[config.mk]
export PLATFORM = sky130hd
export DESIGN_NAME = dsc_channel
export DESIGN_NICKNAME = d
export VERILOG_FILES = /design/src/verilog/dsc_pkg.sv /design/src/verilog/dsc_addr_step.sv /design/src/verilog/dsc_channel.sv
export SDC_FILE = /design/constraint.sdc
export NUM_CORES = 1
export LEC_CHECK = 0
export BUFFER_PORTS_ARGS = -buffer_cell sky130_fd_sc_hd__buf_4
export CELL_PAD_IN_SITES_DETAIL_PLACEMENT = 0
export CELL_PAD_IN_SITES_GLOBAL_PLACEMENT = 2
export CORE_ASPECT_RATIO = 0.75
export CORE_MARGIN = 2
export CORE_UTILIZATION = 37
export DETAILED_ROUTE_END_ITERATION = 6
export PLACE_DENSITY_LB_ADDON = 0.1
export SYNTH_ARGS = -nofsm -noshare
export SYNTH_HDL_FRONTEND = slang
export SYNTH_SLANG_ARGS = --single-unit
[constraint.sdc]
create_clock -name clk_sys -period 11.9 [get_ports clk_sys]
set_input_delay 2.38 -clock clk_sys [delete_from_list [all_inputs] [get_ports clk_sys]]
set_output_delay 2.38 -clock clk_sys [all_outputs]
set_load 0.005 [all_outputs]
[src/verilog/dsc_pkg.sv]
// Package for the DMA channel sizing and destination stepping block.
// Assumes a 32-bit APB register bus with word-aligned registers.
package dsc_pkg;

    // Register byte offsets
    localparam logic [7:0] DSC_OFS_CTRL = 8'h00;
    localparam logic [7:0] DSC_OFS_DEST = 8'h04;
    localparam logic [7:0] DSC_OFS_MODE = 8'h08;
    localparam logic [7:0] DSC_OFS_STAT = 8'h0C;
    localparam logic [7:0] DSC_OFS_CMD = 8'h10;

    // Control field positions
    localparam int DSC_POS_PORT = 0;
    localparam int DSC_POS_SIZE = 2;
    localparam int DSC_POS_STEP = 4;
    localparam int DSC_POS_DIO = 6;
    localparam int DSC_POS_SIO = 9;

    // Status and command bit positions
    localparam int DSC_POS_READY = 31;
    localparam int DSC_POS_CONF = 18;
    localparam int DSC_POS_GO = 0;
    localparam int DSC_POS_STOP = 1;

    // Reset values
    localparam logic [1:0] DSC_RST_FIELD2 = 2'h0;
    localparam logic DSC_RST_BIT = 1'h0;
    localparam logic [31:0] DSC_RST_ADDR = 32'h0000_0000;

    // Byte counts for a request or port of each width
    localparam logic [2:0] DSC_BYTES_1 = 3'h1;
    localparam logic [2:0] DSC_BYTES_2 = 3'h2;
    localparam logic [2:0] DSC_BYTES_4 = 3'h4;

    typedef enum logic [1:0] {
        DSC_STEP_INC,
        DSC_STEP_DEC,
        DSC_STEP_HOLD
    } dsc_step_t;

    // Shared decode of the two width fields: 11 byte, 10 half, 0x word
    function automatic logic [2:0] dsc_width_bytes(input logic [1:0] code);
        logic [2:0] res;
        res = DSC_BYTES_4;
        if (code == 2'h3)
            res = DSC_BYTES_1;
        else if (code == 2'h2)
            res = DSC_BYTES_2;
        return res;
    endfunction : dsc_width_bytes

endpackage : dsc_pkg

[src/verilog/dsc_addr_step.sv]
// Destination address register with load and per-cycle stepping.
// Assumes step and load come from the same clock and never coincide
// with an ambiguous intent: load wins over a step.
`timescale 1ns/1ps
module dsc_addr_step
    import dsc_pkg::*;
#(
    parameter int AW = 32
)
(
    input wire logic clk_sys,
    input wire logic rst,
    input wire logic load,
    input wire logic [AW-1:0] loadValue,
    input wire logic step,
    input wire dsc_step_t stepMode,
    input wire logic [2:0] stepBytes,
    output logic [AW-1:0] addr
);

    logic [AW-1:0] addr_r;
    logic [AW-1:0] addr_nxt;
    logic [AW-1:0] delta;

    assign delta = {{(AW-3){1'b0}}, stepBytes};

    // Next address from the stepping mode and the request size
    always_comb
    begin
        addr_nxt = addr_r;
        case (stepMode)
            DSC_STEP_INC: addr_nxt = addr_r + delta;
            DSC_STEP_DEC: addr_nxt = addr_r - delta;
            DSC_STEP_HOLD: addr_nxt = addr_r;
            default: addr_nxt = addr_r;
        endcase
    end

    // Address register; software load overrides a step
    always_ff @(posedge clk_sys or posedge rst)
    begin
        if (rst)
            addr_r <= DSC_RST_ADDR[AW-1:0];
        else if (load)
            addr_r <= loadValue;
        else if (step)
            addr_r <= addr_nxt;
    end

    assign addr = addr_r;

endmodule : dsc_addr_step

[src/verilog/dsc_channel.sv]
// DMA channel sizing and destination stepping, with its APB registers.
// Assumes cycleDone and xferEnd are one-cycle pulses from the channel's
// own sequencer on clk_sys; no synchroniser is needed for them.
//
// Behaviour
// - Destination steps: 00 up, 01 down, 1x hold.
// - Request size: 11 byte, 10 half, 0x word.
// - I/O port width: 11 byte, 10 half, 0x word.
// - Port width ignored for memory-to-memory transfers.
// - Destination type bit: 1 I/O, 0 memory.
// - Destination step from step, size and address mode.
// - Read-only ready bit, 1 when ready, resets 0.
//
// The APB interface to the registers and the address map were decided locally.
`timescale 1ns/1ps
module dsc_channel
    import dsc_pkg::*;
#(
    parameter int AW = 32
)
(
    input wire logic clk_sys,
    input wire logic rst,
    input wire logic psel,
    input wire logic penable,
    input wire logic pwrite,
    input wire logic [7:0] paddr,
    input wire logic [31:0] pwdata,
    output logic [31:0] prdata,
    output logic pready,
    output logic pslverr,
    input wire logic cycleDone,
    input wire logic xferEnd,
    output logic [AW-1:0] destAddr,
    output logic [2:0] xferBytes,
    output logic [2:0] ioPortBytes,
    output logic ioPortUsed,
    output logic destIsIo,
    output logic channelReady
);

    // Control fields as programmed
    logic [1:0] destStep_r;
    logic [1:0] xferWidth_r;
    logic [1:0] ioPortWidth_r;
    logic destIsIoCfg_r;
    logic srcIsIo_r;
    logic destModeHold_r;
    logic ready_r;
    logic pready_r;
    logic pslverr_r;
    logic [31:0] prdata_r;
    logic [2:0] xferBytes_r;
    logic [2:0] ioPortBytes_r;
    logic ioPortUsed_r;
    logic destIsIo_r;
    dsc_step_t stepMode_r;
    logic [AW-1:0] addrNow;
    logic [AW-1:0] destAddr_r;
    logic [31:0] readMux;
    logic [31:0] ctrlWord;
    logic mapped;
    logic wrTake;
    logic cfgMismatch;
    logic goReq;
    logic stopReq;
    logic destLoad;

    // Access phase ends when our registered pready is seen high
    assign wrTake = psel && penable && pready_r && pwrite;
    assign mapped = (paddr == DSC_OFS_CTRL) || (paddr == DSC_OFS_DEST) ||
                    (paddr == DSC_OFS_MODE) || (paddr == DSC_OFS_STAT) ||
                    (paddr == DSC_OFS_CMD);
    assign goReq = wrTake && (paddr == DSC_OFS_CMD) && pwdata[DSC_POS_GO];
    assign stopReq = wrTake && (paddr == DSC_OFS_CMD) &&
                     pwdata[DSC_POS_STOP];
    // Address reload only while idle, so a live transfer is not disturbed
    assign destLoad = wrTake && (paddr == DSC_OFS_DEST) && !ready_r;

    // Advisory flag: I/O transfer whose size differs from the port width
    assign cfgMismatch = (destIsIoCfg_r || srcIsIo_r) &&
        (dsc_width_bytes(xferWidth_r) != dsc_width_bytes(ioPortWidth_r));

    // Control register; writes are ignored while the channel is ready,
    // so settings must be complete before going ready
    always_ff @(posedge clk_sys or posedge rst)
    begin
        if (rst)
        begin
            destStep_r <= DSC_RST_FIELD2;
            xferWidth_r <= DSC_RST_FIELD2;
            ioPortWidth_r <= DSC_RST_FIELD2;
            destIsIoCfg_r <= DSC_RST_BIT;
            srcIsIo_r <= DSC_RST_BIT;
        end
        else if (wrTake && (paddr == DSC_OFS_CTRL) && !ready_r)
        begin
            destStep_r <= pwdata[DSC_POS_STEP +: 2];
            xferWidth_r <= pwdata[DSC_POS_SIZE +: 2];
            ioPortWidth_r <= pwdata[DSC_POS_PORT +: 2];
            destIsIoCfg_r <= pwdata[DSC_POS_DIO];
            srcIsIo_r <= pwdata[DSC_POS_SIO];
        end
    end

    // Destination address mode; 1 freezes the address regardless
    always_ff @(posedge clk_sys or posedge rst)
    begin
        if (rst)
            destModeHold_r <= DSC_RST_BIT;
        else if (wrTake && (paddr == DSC_OFS_MODE) && !ready_r)
            destModeHold_r <= pwdata[0];
    end

    // Ready state: go sets, stop or end of transfer clears; go wins
    always_ff @(posedge clk_sys or posedge rst)
    begin
        if (rst)
            ready_r <= DSC_RST_BIT;
        else if (goReq)
            ready_r <= 1'b1;
        else if (stopReq || xferEnd)
            ready_r <= 1'b0;
    end

    // Effective settings, captured as the channel goes ready
    always_ff @(posedge clk_sys or posedge rst)
    begin
        if (rst)
        begin
            xferBytes_r <= DSC_BYTES_4;
            ioPortBytes_r <= DSC_BYTES_4;
            ioPortUsed_r <= DSC_RST_BIT;
            destIsIo_r <= DSC_RST_BIT;
            stepMode_r <= DSC_STEP_INC;
        end
        else if (goReq && !ready_r)
        begin
            xferBytes_r <= dsc_width_bytes(xferWidth_r);
            ioPortBytes_r <= dsc_width_bytes(ioPortWidth_r);
            // Memory to memory: the port width is still captured but flagged unused
            ioPortUsed_r <= destIsIoCfg_r || srcIsIo_r;
            destIsIo_r <= destIsIoCfg_r;
            if (destModeHold_r || destStep_r[1])
                stepMode_r <= DSC_STEP_HOLD;
            else if (destStep_r[0])
                stepMode_r <= DSC_STEP_DEC;
            else
                stepMode_r <= DSC_STEP_INC;
        end
    end

    // Address stepper; it moves only on cycles of a ready channel
    dsc_addr_step #(
        .AW(AW)
    ) u_step (
        .clk_sys(clk_sys),
        .rst(rst),
        .load(destLoad),
        .loadValue(pwdata[AW-1:0]),
        .step(cycleDone && ready_r),
        .stepMode(stepMode_r),
        .stepBytes(xferBytes_r),
        .addr(addrNow)
    );

    // Registered copy so the output comes straight from a flop
    always_ff @(posedge clk_sys or posedge rst)
    begin
        if (rst)
            destAddr_r <= DSC_RST_ADDR[AW-1:0];
        else
            destAddr_r <= addrNow;
    end

    assign ctrlWord = {22'h000000, srcIsIo_r, 2'h0, destIsIoCfg_r,
                       destStep_r, xferWidth_r, ioPortWidth_r};

    // Read data selection; unmapped and command reads give zero
    always_comb
    begin
        readMux = 32'h0000_0000;
        case (paddr)
            DSC_OFS_CTRL: readMux = ctrlWord;
            DSC_OFS_DEST: readMux = 32'(addrNow);
            DSC_OFS_MODE: readMux = {31'h0000_0000, destModeHold_r};
            DSC_OFS_STAT:
            begin
                readMux[DSC_POS_READY] = ready_r;
                readMux[DSC_POS_CONF] = cfgMismatch;
            end
            default: readMux = 32'h0000_0000;
        endcase
    end

    // APB answer: one wait state, so pready and prdata are registered
    always_ff @(posedge clk_sys or posedge rst)
    begin
        if (rst)
        begin
            pready_r <= 1'b0;
            pslverr_r <= 1'b0;
            prdata_r <= 32'h0000_0000;
        end
        else if (psel && penable && !pready_r)
        begin
            pready_r <= 1'b1;
            pslverr_r <= !mapped;
            prdata_r <= pwrite ? 32'h0000_0000 : readMux;
        end
        else
        begin
            pready_r <= 1'b0;
            pslverr_r <= 1'b0;
        end
    end

    assign prdata = prdata_r;
    assign pready = pready_r;
    assign pslverr = pslverr_r;
    assign destAddr = destAddr_r;
    assign xferBytes = xferBytes_r;
    assign ioPortBytes = ioPortBytes_r;
    assign ioPortUsed = ioPortUsed_r;
    assign destIsIo = destIsIo_r;
    assign channelReady = ready_r;

endmodule : dsc_channel

; Word level (Yosys, flattened, before mapping)
; Index checks and enable logic that the tools add are counted.
[totals]
memories = 0
input_bits = 47
latchBits = 0
romBits = 0
word_cells = 79
ramBits = 0
regBits = 118
output_inout_bits = 75
[op_classes]
n_eq_ne = 10
shifts = 0
mux = 18
n_lt_le_gt_ge = 0
n_bitwise = 0
n_addsub = 2
mul = 0
div_mod_pow = 0
n_reduce_logical = 32
[op_table]
columns = operator, n
row1 = two-way mux 32 bit, 3
row2 = case mux 32 bit (2 select lines), 1
row3 = case mux 18 bit (3 select lines), 1
row4 = adder 32 x 3 -> 32 bit, 1
row5 = subtractor 32 x 3 -> 32 bit, 1
row6 = equality test 8 x 4 -> 1 bit (second input constant), 2
row7 = logical AND 1 bit, 16
row8 = two-way mux 12 bit, 1
row9 = two-way mux 3 bit, 4
row10 = equality test 2 bit (second input constant), 4
row11 = equality test 8 x 3 -> 1 bit (second input constant), 1
row12 = equality test 8 x 5 -> 1 bit (second input constant), 1
row13 = zero test 8 bit, 1
row14 = logical OR 1 bit, 7
row15 = two-way mux 1 bit, 5
row16 = case mux 1 bit (2 select lines), 2
row17 = nonzero test 2 bit, 2
row18 = zero test 1 bit, 3
row19 = != test 3 bit, 1
row20 = nonzero test 3 bit, 1
row21 = equality test 2 x 1 -> 1 bit (second input constant), 1
row22 = zero test 2 bit, 1
row23 = two-way mux 2 bit, 1
row24 = AND reduction 2 bit, 1

; Logic depth before layout (Yosys ltp)
; Gate-level depths: netlist (run 1).
[depth]
depth_word = 8
mapped_depth = 15
ltp_nobuf = 14

; Modules after synthesis
; A second synthesis (run 1) with hierarchy kept.
[unflattened]
hier_cells = 614
area_unflattened_um2 = 6297.3
[modules_own_cells]
columns = module, cells_each, area_each_um2, instances, seq_area_each_um2
row1 = dsc_addr_step, 395, 3258.1, 1, 800.8
row2 = dsc_channel, 219, 3039.2, 1, 2154.6

; Worst setup path after synthesis (run 1)
; OpenSTA, ideal clock, no wires.
[synth_path]
kind = input to register
start = input paddr[1]
end = register u_step.addr_r[31] (netlist: u_step.addr[31])
required_time_ps = 11768
cell_stages = 8
t_arrival_ps = 4070
slack_ps = 7698
path_buffers = 1
setup_time_ps = 132
cell_sequence = nor3_1 -> nand2_1 -> or4_1 -> nor3b_1 -> nor2_1 -> clkbuf_1 -> a221oi_1 -> o21ai_1
[synth_between]
elab_chain_cells = 5
elab_cells_between_ends = 7
classes_between = eq/ne (1) / mux (1) / reduce/logical (5)
[synth_rtl]
columns = element, line_no
row1 = "start, declared", dsc_channel.sv:27  ; input wire logic [7:0] paddr,
row2 = equality test 8 x 3 -> 1 bit *, dsc_channel.sv:78  ; assign destLoad = wrTake && (paddr == DSC_OFS_DEST) && !ready_r;
row3 = logical AND 1 bit * (2 in a row), dsc_channel.sv:78
row4 = nonzero test 3 bit (no source line) or nonzero test 2 bit (tied branches), -
row5 = AND reduction 2 bit (no source line), -
row6 = "end signal, assigned", dsc_addr_step.sv:43  ; addr_r <= DSC_RST_ADDR[AW-1:0];
row7 = "end signal, assigned", dsc_addr_step.sv:45  ; addr_r <= loadValue;
row8 = "end signal, assigned", dsc_addr_step.sv:47  ; addr_r <= addr_nxt;
row9 = "end, declared", dsc_addr_step.sv:21  ; logic [AW-1:0] addr_r;
; Every way passes the cells marked *; elsewhere a longest branch is shown, timed or not.
; A chain may end at the register's enable or synchronous reset.

; Worst setup path after layout (run 1)
[layout_path]
start = input paddr[1]
end = register u_step.addr_r[2] (netlist: u_step.addr[2])
; Same word-level chain as after synthesis.

==> results of run 1 <==
cell families (layout without fill, tap and decap cells):
kind of cell	count (synthesis)	after routing	share of synthesized area
AO/OA/AOI/OAI	197	197	0.215
AND/OR/NAND/NOR	136	136	0.110
flip-flops	118	118	0.490
buffers and inverters	45	178	0.0286
adder cells (fa/ha/maj)	37	37	0.0780
multiplexers	25	25	0.0435
XOR/XNOR	24	24	0.0348
worst max path at each step:
stage / from / to / slack [ns] / cells after the start
5_1_grt: paddr[1] / u_step.addr[11]$_DFFE_PP0P_ / 7.17 / 10
3_3_place_gp: paddr[1] / u_step.addr[0]$_DFFE_PP0P_ / 7.03 / 9
6_report: paddr[1] / u_step.addr[2]$_DFFE_PP0P_ / 7.35 / 9
2_1_floorplan: rst / channelReady$_DFFE_PP0P_ / 6.39 / 1
4_1_cts: paddr[1] / u_step.addr[5]$_DFFE_PP0P_ / 7.39 / 9
3_5_place_dp: paddr[1] / u_step.addr[5]$_DFFE_PP0P_ / 6.96 / 9
final cells by class:
type                            count  share of cell area
Clock buffer                       20              0.0586
Multi-Input combinational cell    419               0.375
Timing Repair Buffer              127               0.122
Clock inverter                     12              0.0214
Inverter                           19             0.00948
Sequential cell                   118               0.379
Tap cell                          210              0.0337
through the flow:
step	area, um2	instances	utilization
3_5_place_dp	7160	893	0.449
2_1_floorplan	6030	582	-
5_1_grt	7790	925	0.488
6_report	7790	925	0.488
4_1_cts	7790	925	0.488
3_3_place_gp	7160	893	0.449
flip-flops by register name, summed over array words and instances, names as in the netlist, 2 cells and up:
signal and flops:
destStep_r 2, xferWidth_r 2, destAddr 32, xferBytes 3, ioPortWidth_r 2, u_step.addr 32, ioPortBytes 3, prdata 32
stepMode_r 2
placed cells by master (no fill, tap or decap), types with 16 or more instances in the layout:
cell,instances
dfrtp_1,116
nand3_1,17
clkbuf_16,17
a22o_1,22
xnor2_1,16
o21ai_0,58
inv_1,18
nand2_1,55
a22oi_1,25
ha_1,36
a21oi_1,36
buf_4,127
layer usage:
layer,up-vias,global-route usage
met1,2456,0.318
met5,-,0
met4,0,0.0517
met2,108,0.305
met3,7,0.0562
li1,2402,-
power by group:
| group | total, W | internal (W) | leakage (nW) | switching, W |
|---|---|---|---|---|
| sequential | 0.000407 | 0.000404 | 1.63 | 0.00000251 |
| clock | 0.000542 | 0.000344 | 0.298 | 0.000198 |
| combinational | 0.0000658 | 0.0000294 | 1.96 | 0.0000364 |
worst max-delay path, delay by kind of cell:
family	cells	cell delay, ns
simple gates	5	1.33
buf+inv	3	0.80
compound gates	1	0.31
==> qor.yml, run 1 <==
vias: 4973
wl_met2_mm: 7.47
vias_per_cell: 5.38
yosysWarnings: 0
rows: 40
syn_avg_cell_area_um2: 10.4
cp.arrival_ns: 4.85
drtIter0Drc: 245
grt_pass1_vias: 5071
cts_setup_buffers: 0
first_pass_iters: 7
hp-start: "u_step.addr[7]$_DFFE_PP0P_"
synth_edf_count: 0
nFillCells: 1528
grt_usage: 0.213
ios: 122
synth_sequential_area_ratio: 0.490
wl_met1_mm: 8.93
clk_pin_slew_ns: 0.06
worstPathMaxFanout: 30
skew_ns: 0.00835
finalSetupTns_ns: 0
holdPathStages: 0
synth_fp_nets: 666
status: "finished, final reports clean"
total_power_w: 0.00101
tritoncts: "built"
antenna_left: 0
rsz0062_at_grt: "no"
multi_input_area_mm2: 0.00292
synth_area_mm2: 0.00603
post_drt_wl_per_cell_um: 18.7
yosys-top-cells-count: "116 x dfrtp_1, 58 x o21ai_0, 55 x nand2_1"
die_w_um: 151
overflow: 0
drc_errors: 0
yosysMostFrequentCell: "dfrtp_1"
finalSetupViolCount: 0
place_congestion: 0.862
cp-end-kind: "register"
crit_slowest_cell: "or4_1"
slew_headroom: 0.393
layout_min_cycle_time_ns: 4.55
cp.required_ns: 12.20
synthTopCellsByArea: "dfrtp_1 48%, ha_1 7.5%, o21ai_0 4.8%"
clock_latency_ns: 0.42
die_area_mm2: 0.0174
ys_ff_latch: 118
timing.rr.start: "xferBytes[0]$_DFFE_PP0P_"
wl_met3_um: 845
reg2reg_to: "u_step.addr[30]$_DFFE_PP0P_"
syn_inst: 582
grt_max_degree: 68
dp.final_hpwl_mm: 12.4
yosysTopAreaCell: "dfrtp_1"
dp_slack_ns: 6.96
r2r_cells: 14
worst_pin_slew_ns: 0.911
regArea_mm2: 0.00296
crit_chain: "buf_4, nor3_1, nand2_1, or4_1, nor3b_2, buf_4, nor2_2, buf_4, a221o_1"
cpPeakStageDelay_ns: 0.50
fmax_mhz: 220
highest_layer: "met4"
antennaDiodeCount: 0
ir_drop_mv: 0.0971
cts-root-buf: "clkbuf_16"
antenna_found_initial: 0
clock_sinks: 118
coreArea_mm2: 0.0160
p_per_area_mw_per_mm2: 130
max_cap_viol_count: 0
fin_nets: 786
post-route-period-util: 0.383
hold_viol_final: 0
drive_above_1_share: 0.255
hold_end: "destAddr[7]$_DFF_PP0_"
hold_buffers: 0
clockBufferDepth: 2
yosysUniqueCellTypes: 56
cts_made_buffers: 17
synth_ff_type: "dfrtp_1"
async_flop_share: 1.00
start_kind: "input pin"
grt_pass1_wl_mm: 28.1
leakagePower_nw: 3.89
io_buffers: 121
area_growth_pct: 29.0
path_class: "in2reg"
slew_viol_final: 0
ctsResizeCount: 0
synth.top_cell.area_share: 0.481
hp-class: "reg2reg"
die_y_um: 115
holdWs_ns: 0.439
rrSetupSlack_ns: 7.75
cp_common_cell: "buf_4"
start_util: 0.378
postLayoutSetupSlackWorst_ns: 7.35
cts_max_level: 4
drt-total-wl_mm: 17.3
No activity file was read; power rests on OpenSTA's default activity.
==> inputs of run 2 (changes only) <==
Settings changed: ABC_AREA from default to 1, CORE_UTILIZATION 37 to 29.
Clock period 11.9 ns to 3.9 ns, I/O delays scaled along.
==> run 2 against run 1 <==
  * Critical path depth is 5 higher
  * Highest routed layer unchanged
  * Clock-buffer cell count is 3 lower
  * Sequential power grew to 3.1 times the previous value
  * Flip-flop and latch count stayed put
  * Core utilization is 11 points lower
==> qor.yml, run 2 <==
status: "finished, final reports clean"
worst_pin_slew_ns: 0.743
critPathLaunch: "xferBytes[1]$_DFFE_PP0P_"
yosys-top-cells-count: "331 x nand2_1, 157 x inv_1, 116 x dfrtp_1"
clockBufferDepth: 2
synth_fa_ha_area_frac: 0.0662
dp_cells: 1396
dp.final_hpwl_mm: 19.9
slew_headroom: 0.504
reg2reg_to: "u_step.addr[16]$_DFFE_PP0P_"
cp-end-kind: "register"
switching_share: 0.257
place_congestion: 0.837
vias: 6514
power_frac_clock: 0.544
clk_pin_slew_ns: 0.06
placed_area_mm2: 0.00839
cp.arrival_ns: 3.48
hold_viol_final: 0
slew_viol_final: 0
drtIter0Drc: 534
synth.top_cell.area_share: 0.408
synth_edf_count: 0
timing.rr.start: "xferBytes[1]$_DFFE_PP0P_"
syn_inst: 957
final_cell_mix: "331 x nand2_1, 156 x inv_1, 126 x buf_4"
hp-class: "reg2reg"
nFillCells: 2626
design_area_mm2: 0.00902
synth-xor-area-share: 0.00986
max_cap_viol_count: 0
cts_max_level: 4
drive_above_1_share: 0.174
leakagePower_nw: 5.06
io_buffers: 121
yosysMostFrequentCell: "nand2_1"
regArea_mm2: 0.00296
die_area_mm2: 0.0258
path_class: "reg2reg"
vias_per_cell: 4.56
total_power_w: 0.00317
ios: 122
crit_path_end: "u_step.addr[16]$_DFFE_PP0P_"
final_common_cell: "nand2_1"
die_y_um: 140
grt_pass1_vias: 6225
finalSetupViolCount: 0
cp.required_ns: 4.20
start_util: 0.296
synth_sequential_area_ratio: 0.416
post_drt_wl_per_cell_um: 17.9
synthTopCellsByArea: "dfrtp_1 41%, nand2_1 17%, inv_1 8.3%"
antennaDiodeCount: 0
instances_no_fill: 1428
drc_errors: 0
first_pass_iters: 7
clock_sinks: 118
synthSimpleGateAreaFrac: 0.302
synth_ff_type: "dfrtp_1"
antenna_left: 0
cts_setup_buffers: 0
coreArea_mm2: 0.0240
synth_mux_area_frac: 0
rrSetupSlack_ns: 0.72
grt_pass1_wl_mm: 39.2
start_kind: "register"
clock_latency_ns: 0.42
fmax_mhz: 315
fin_nets: 1168
synth_area_mm2: 0.00711
layout_min_cycle_time_ns: 3.18
post-route-period-util: 0.815
cts-root-buf: "clkbuf_16"
r2r_cells: 14
hold_buffers: 0
grt_busiest_layer: "met1"
cts_made_buffers: 17
tritoncts: "built"
async_flop_share: 1.00
syn_avg_cell_area_um2: 7.43
switchingPower_w: 0.000817
drt-total-wl_mm: 25.6
area_growth_pct: 27.0
yosysTopAreaCell: "dfrtp_1"
yosysWarnings: 0
grtUsageMet3: 0.0290
worstPathMaxFanout: 14
power_frac_seq: 0.397
ir_drop_mv: 0.284
multi_input_area_mm2: 0.00342
synth_top_family_by_area: "simple AND/OR/NAND/NOR gates"
synth_compound_area_frac: 0.103
comb_power_share: 0.059
met2_usage: 0.263
holdWs_ns: 0.381
skew_ns: 0.0136
p_per_area_mw_per_mm2: 352
overflow: 0
grt_usage: 0.204
finalSetupTns_ns: 0
p_int_w: 0.00236
antenna_found_initial: 0
synth_fp_nets: 1041
ctsResizeCount: 0
grt_max_degree: 92
die_w_um: 185
hp-start: "u_step.addr[31]$_DFFE_PP0P_"
rsz0062_at_grt: "no"
ys_ff_latch: 118
yosysUniqueCellTypes: 43
rows: 49
grt_use_met1: 0.348
==> run 2: cell count changes after synthesis, sizes merged, moves of 16 or more <==
cell | before | now
o21ai | 62 | 32
a32o | 0 | 22
nand2 | 55 | 341
nor2 | 16 | 54
clkbuf | 22 | 6
nand3 | 18 | 86
a22oi | 25 | 0
a22o | 22 | 4
inv | 19 | 164
==> run 2: cell families (layout without fill, tap and decap cells) <==
| kind of cell | count (synthesis) | after routing |
|---|---|---|
| xor+xnor | 8 | 8 |
| fa+ha+maj | 37 | 37 |
| simple gates | 500 | 500 |
| flops | 118 | 118 |
| compound gates | 110 | 110 |
| buf+inv | 184 | 324 |
==> run 2: layout make-up <==
| type | instances | share of cell area |
|---|---|---|
| inverters | 165 | 0.0702 |
| clock buffers | 17 | 0.0471 |
| multi-input cells | 655 | 0.379 |
| flip-flops and latches | 118 | 0.328 |
| clock inverters | 15 | 0.0229 |
| repair buffers | 127 | 0.107 |
| well taps | 331 | 0.0459 |
==> run 2: metrics by stage <==
step	setup slack (ns)	util
after floorplan	0.818	-
after global placement	0.736	0.349
after detailed placement	0.755	0.349
after CTS	0.744	0.375
after global routing	0.446	0.375
final	0.722	0.375
==> run 2: routing by layer <==
layer | vias to the layer above | share of wire
met5 | - | 0
met4 | 0 | 0.0053
met3 | 11 | 0.038
met2 | 139 | 0.37
met1 | 3049 | 0.58
li1 | 3315 | -
==> run 2: how the worst min path moves through the flow <==
| stage | end | slack [ns] | cells after the start |
|---|---|---|---|
| 3_5_place_dp | destAddr[31]$_DFF_PP0_ | 0.37 | 0 |
| 6_report | destAddr[31]$_DFF_PP0_ | 0.38 | 0 |
| 3_3_place_gp | destAddr[31]$_DFF_PP0_ | 0.37 | 0 |
| 2_1_floorplan | destAddr[31]$_DFF_PP0_ | 0.35 | 0 |
| 5_1_grt | destAddr[31]$_DFF_PP0_ | 0.42 | 0 |
| 4_1_cts | destAddr[31]$_DFF_PP0_ | 0.38 | 0 |
==> run 2: power groups by stage <==
stage,registers (W),logic [W],clock network (W)
floorplan,0.00128,0.0000891,0
global placement,0.00128,0.000190,0
detailed placement,0.00128,0.000190,0
CTS,0.00126,0.000190,0.00176
global route,0.00126,0.000208,0.00182
finish,0.00126,0.000186,0.00173
==> run 2: critical path, cell delays in order (launching register included) <==
cell	delay (ns)
dfrtp_1	0.40
inv_1	0.09
ha_1	0.19
ha_1	0.17
inv_1	0.05
nand2_1	0.45
ha_1	0.58
nand2_1	0.16
inv_1	0.06
nand2_1	0.06
nand2_1	0.07
o21bai_1	0.18
nand2b_1	0.18
nor2_1	0.31
o21bai_1	0.12
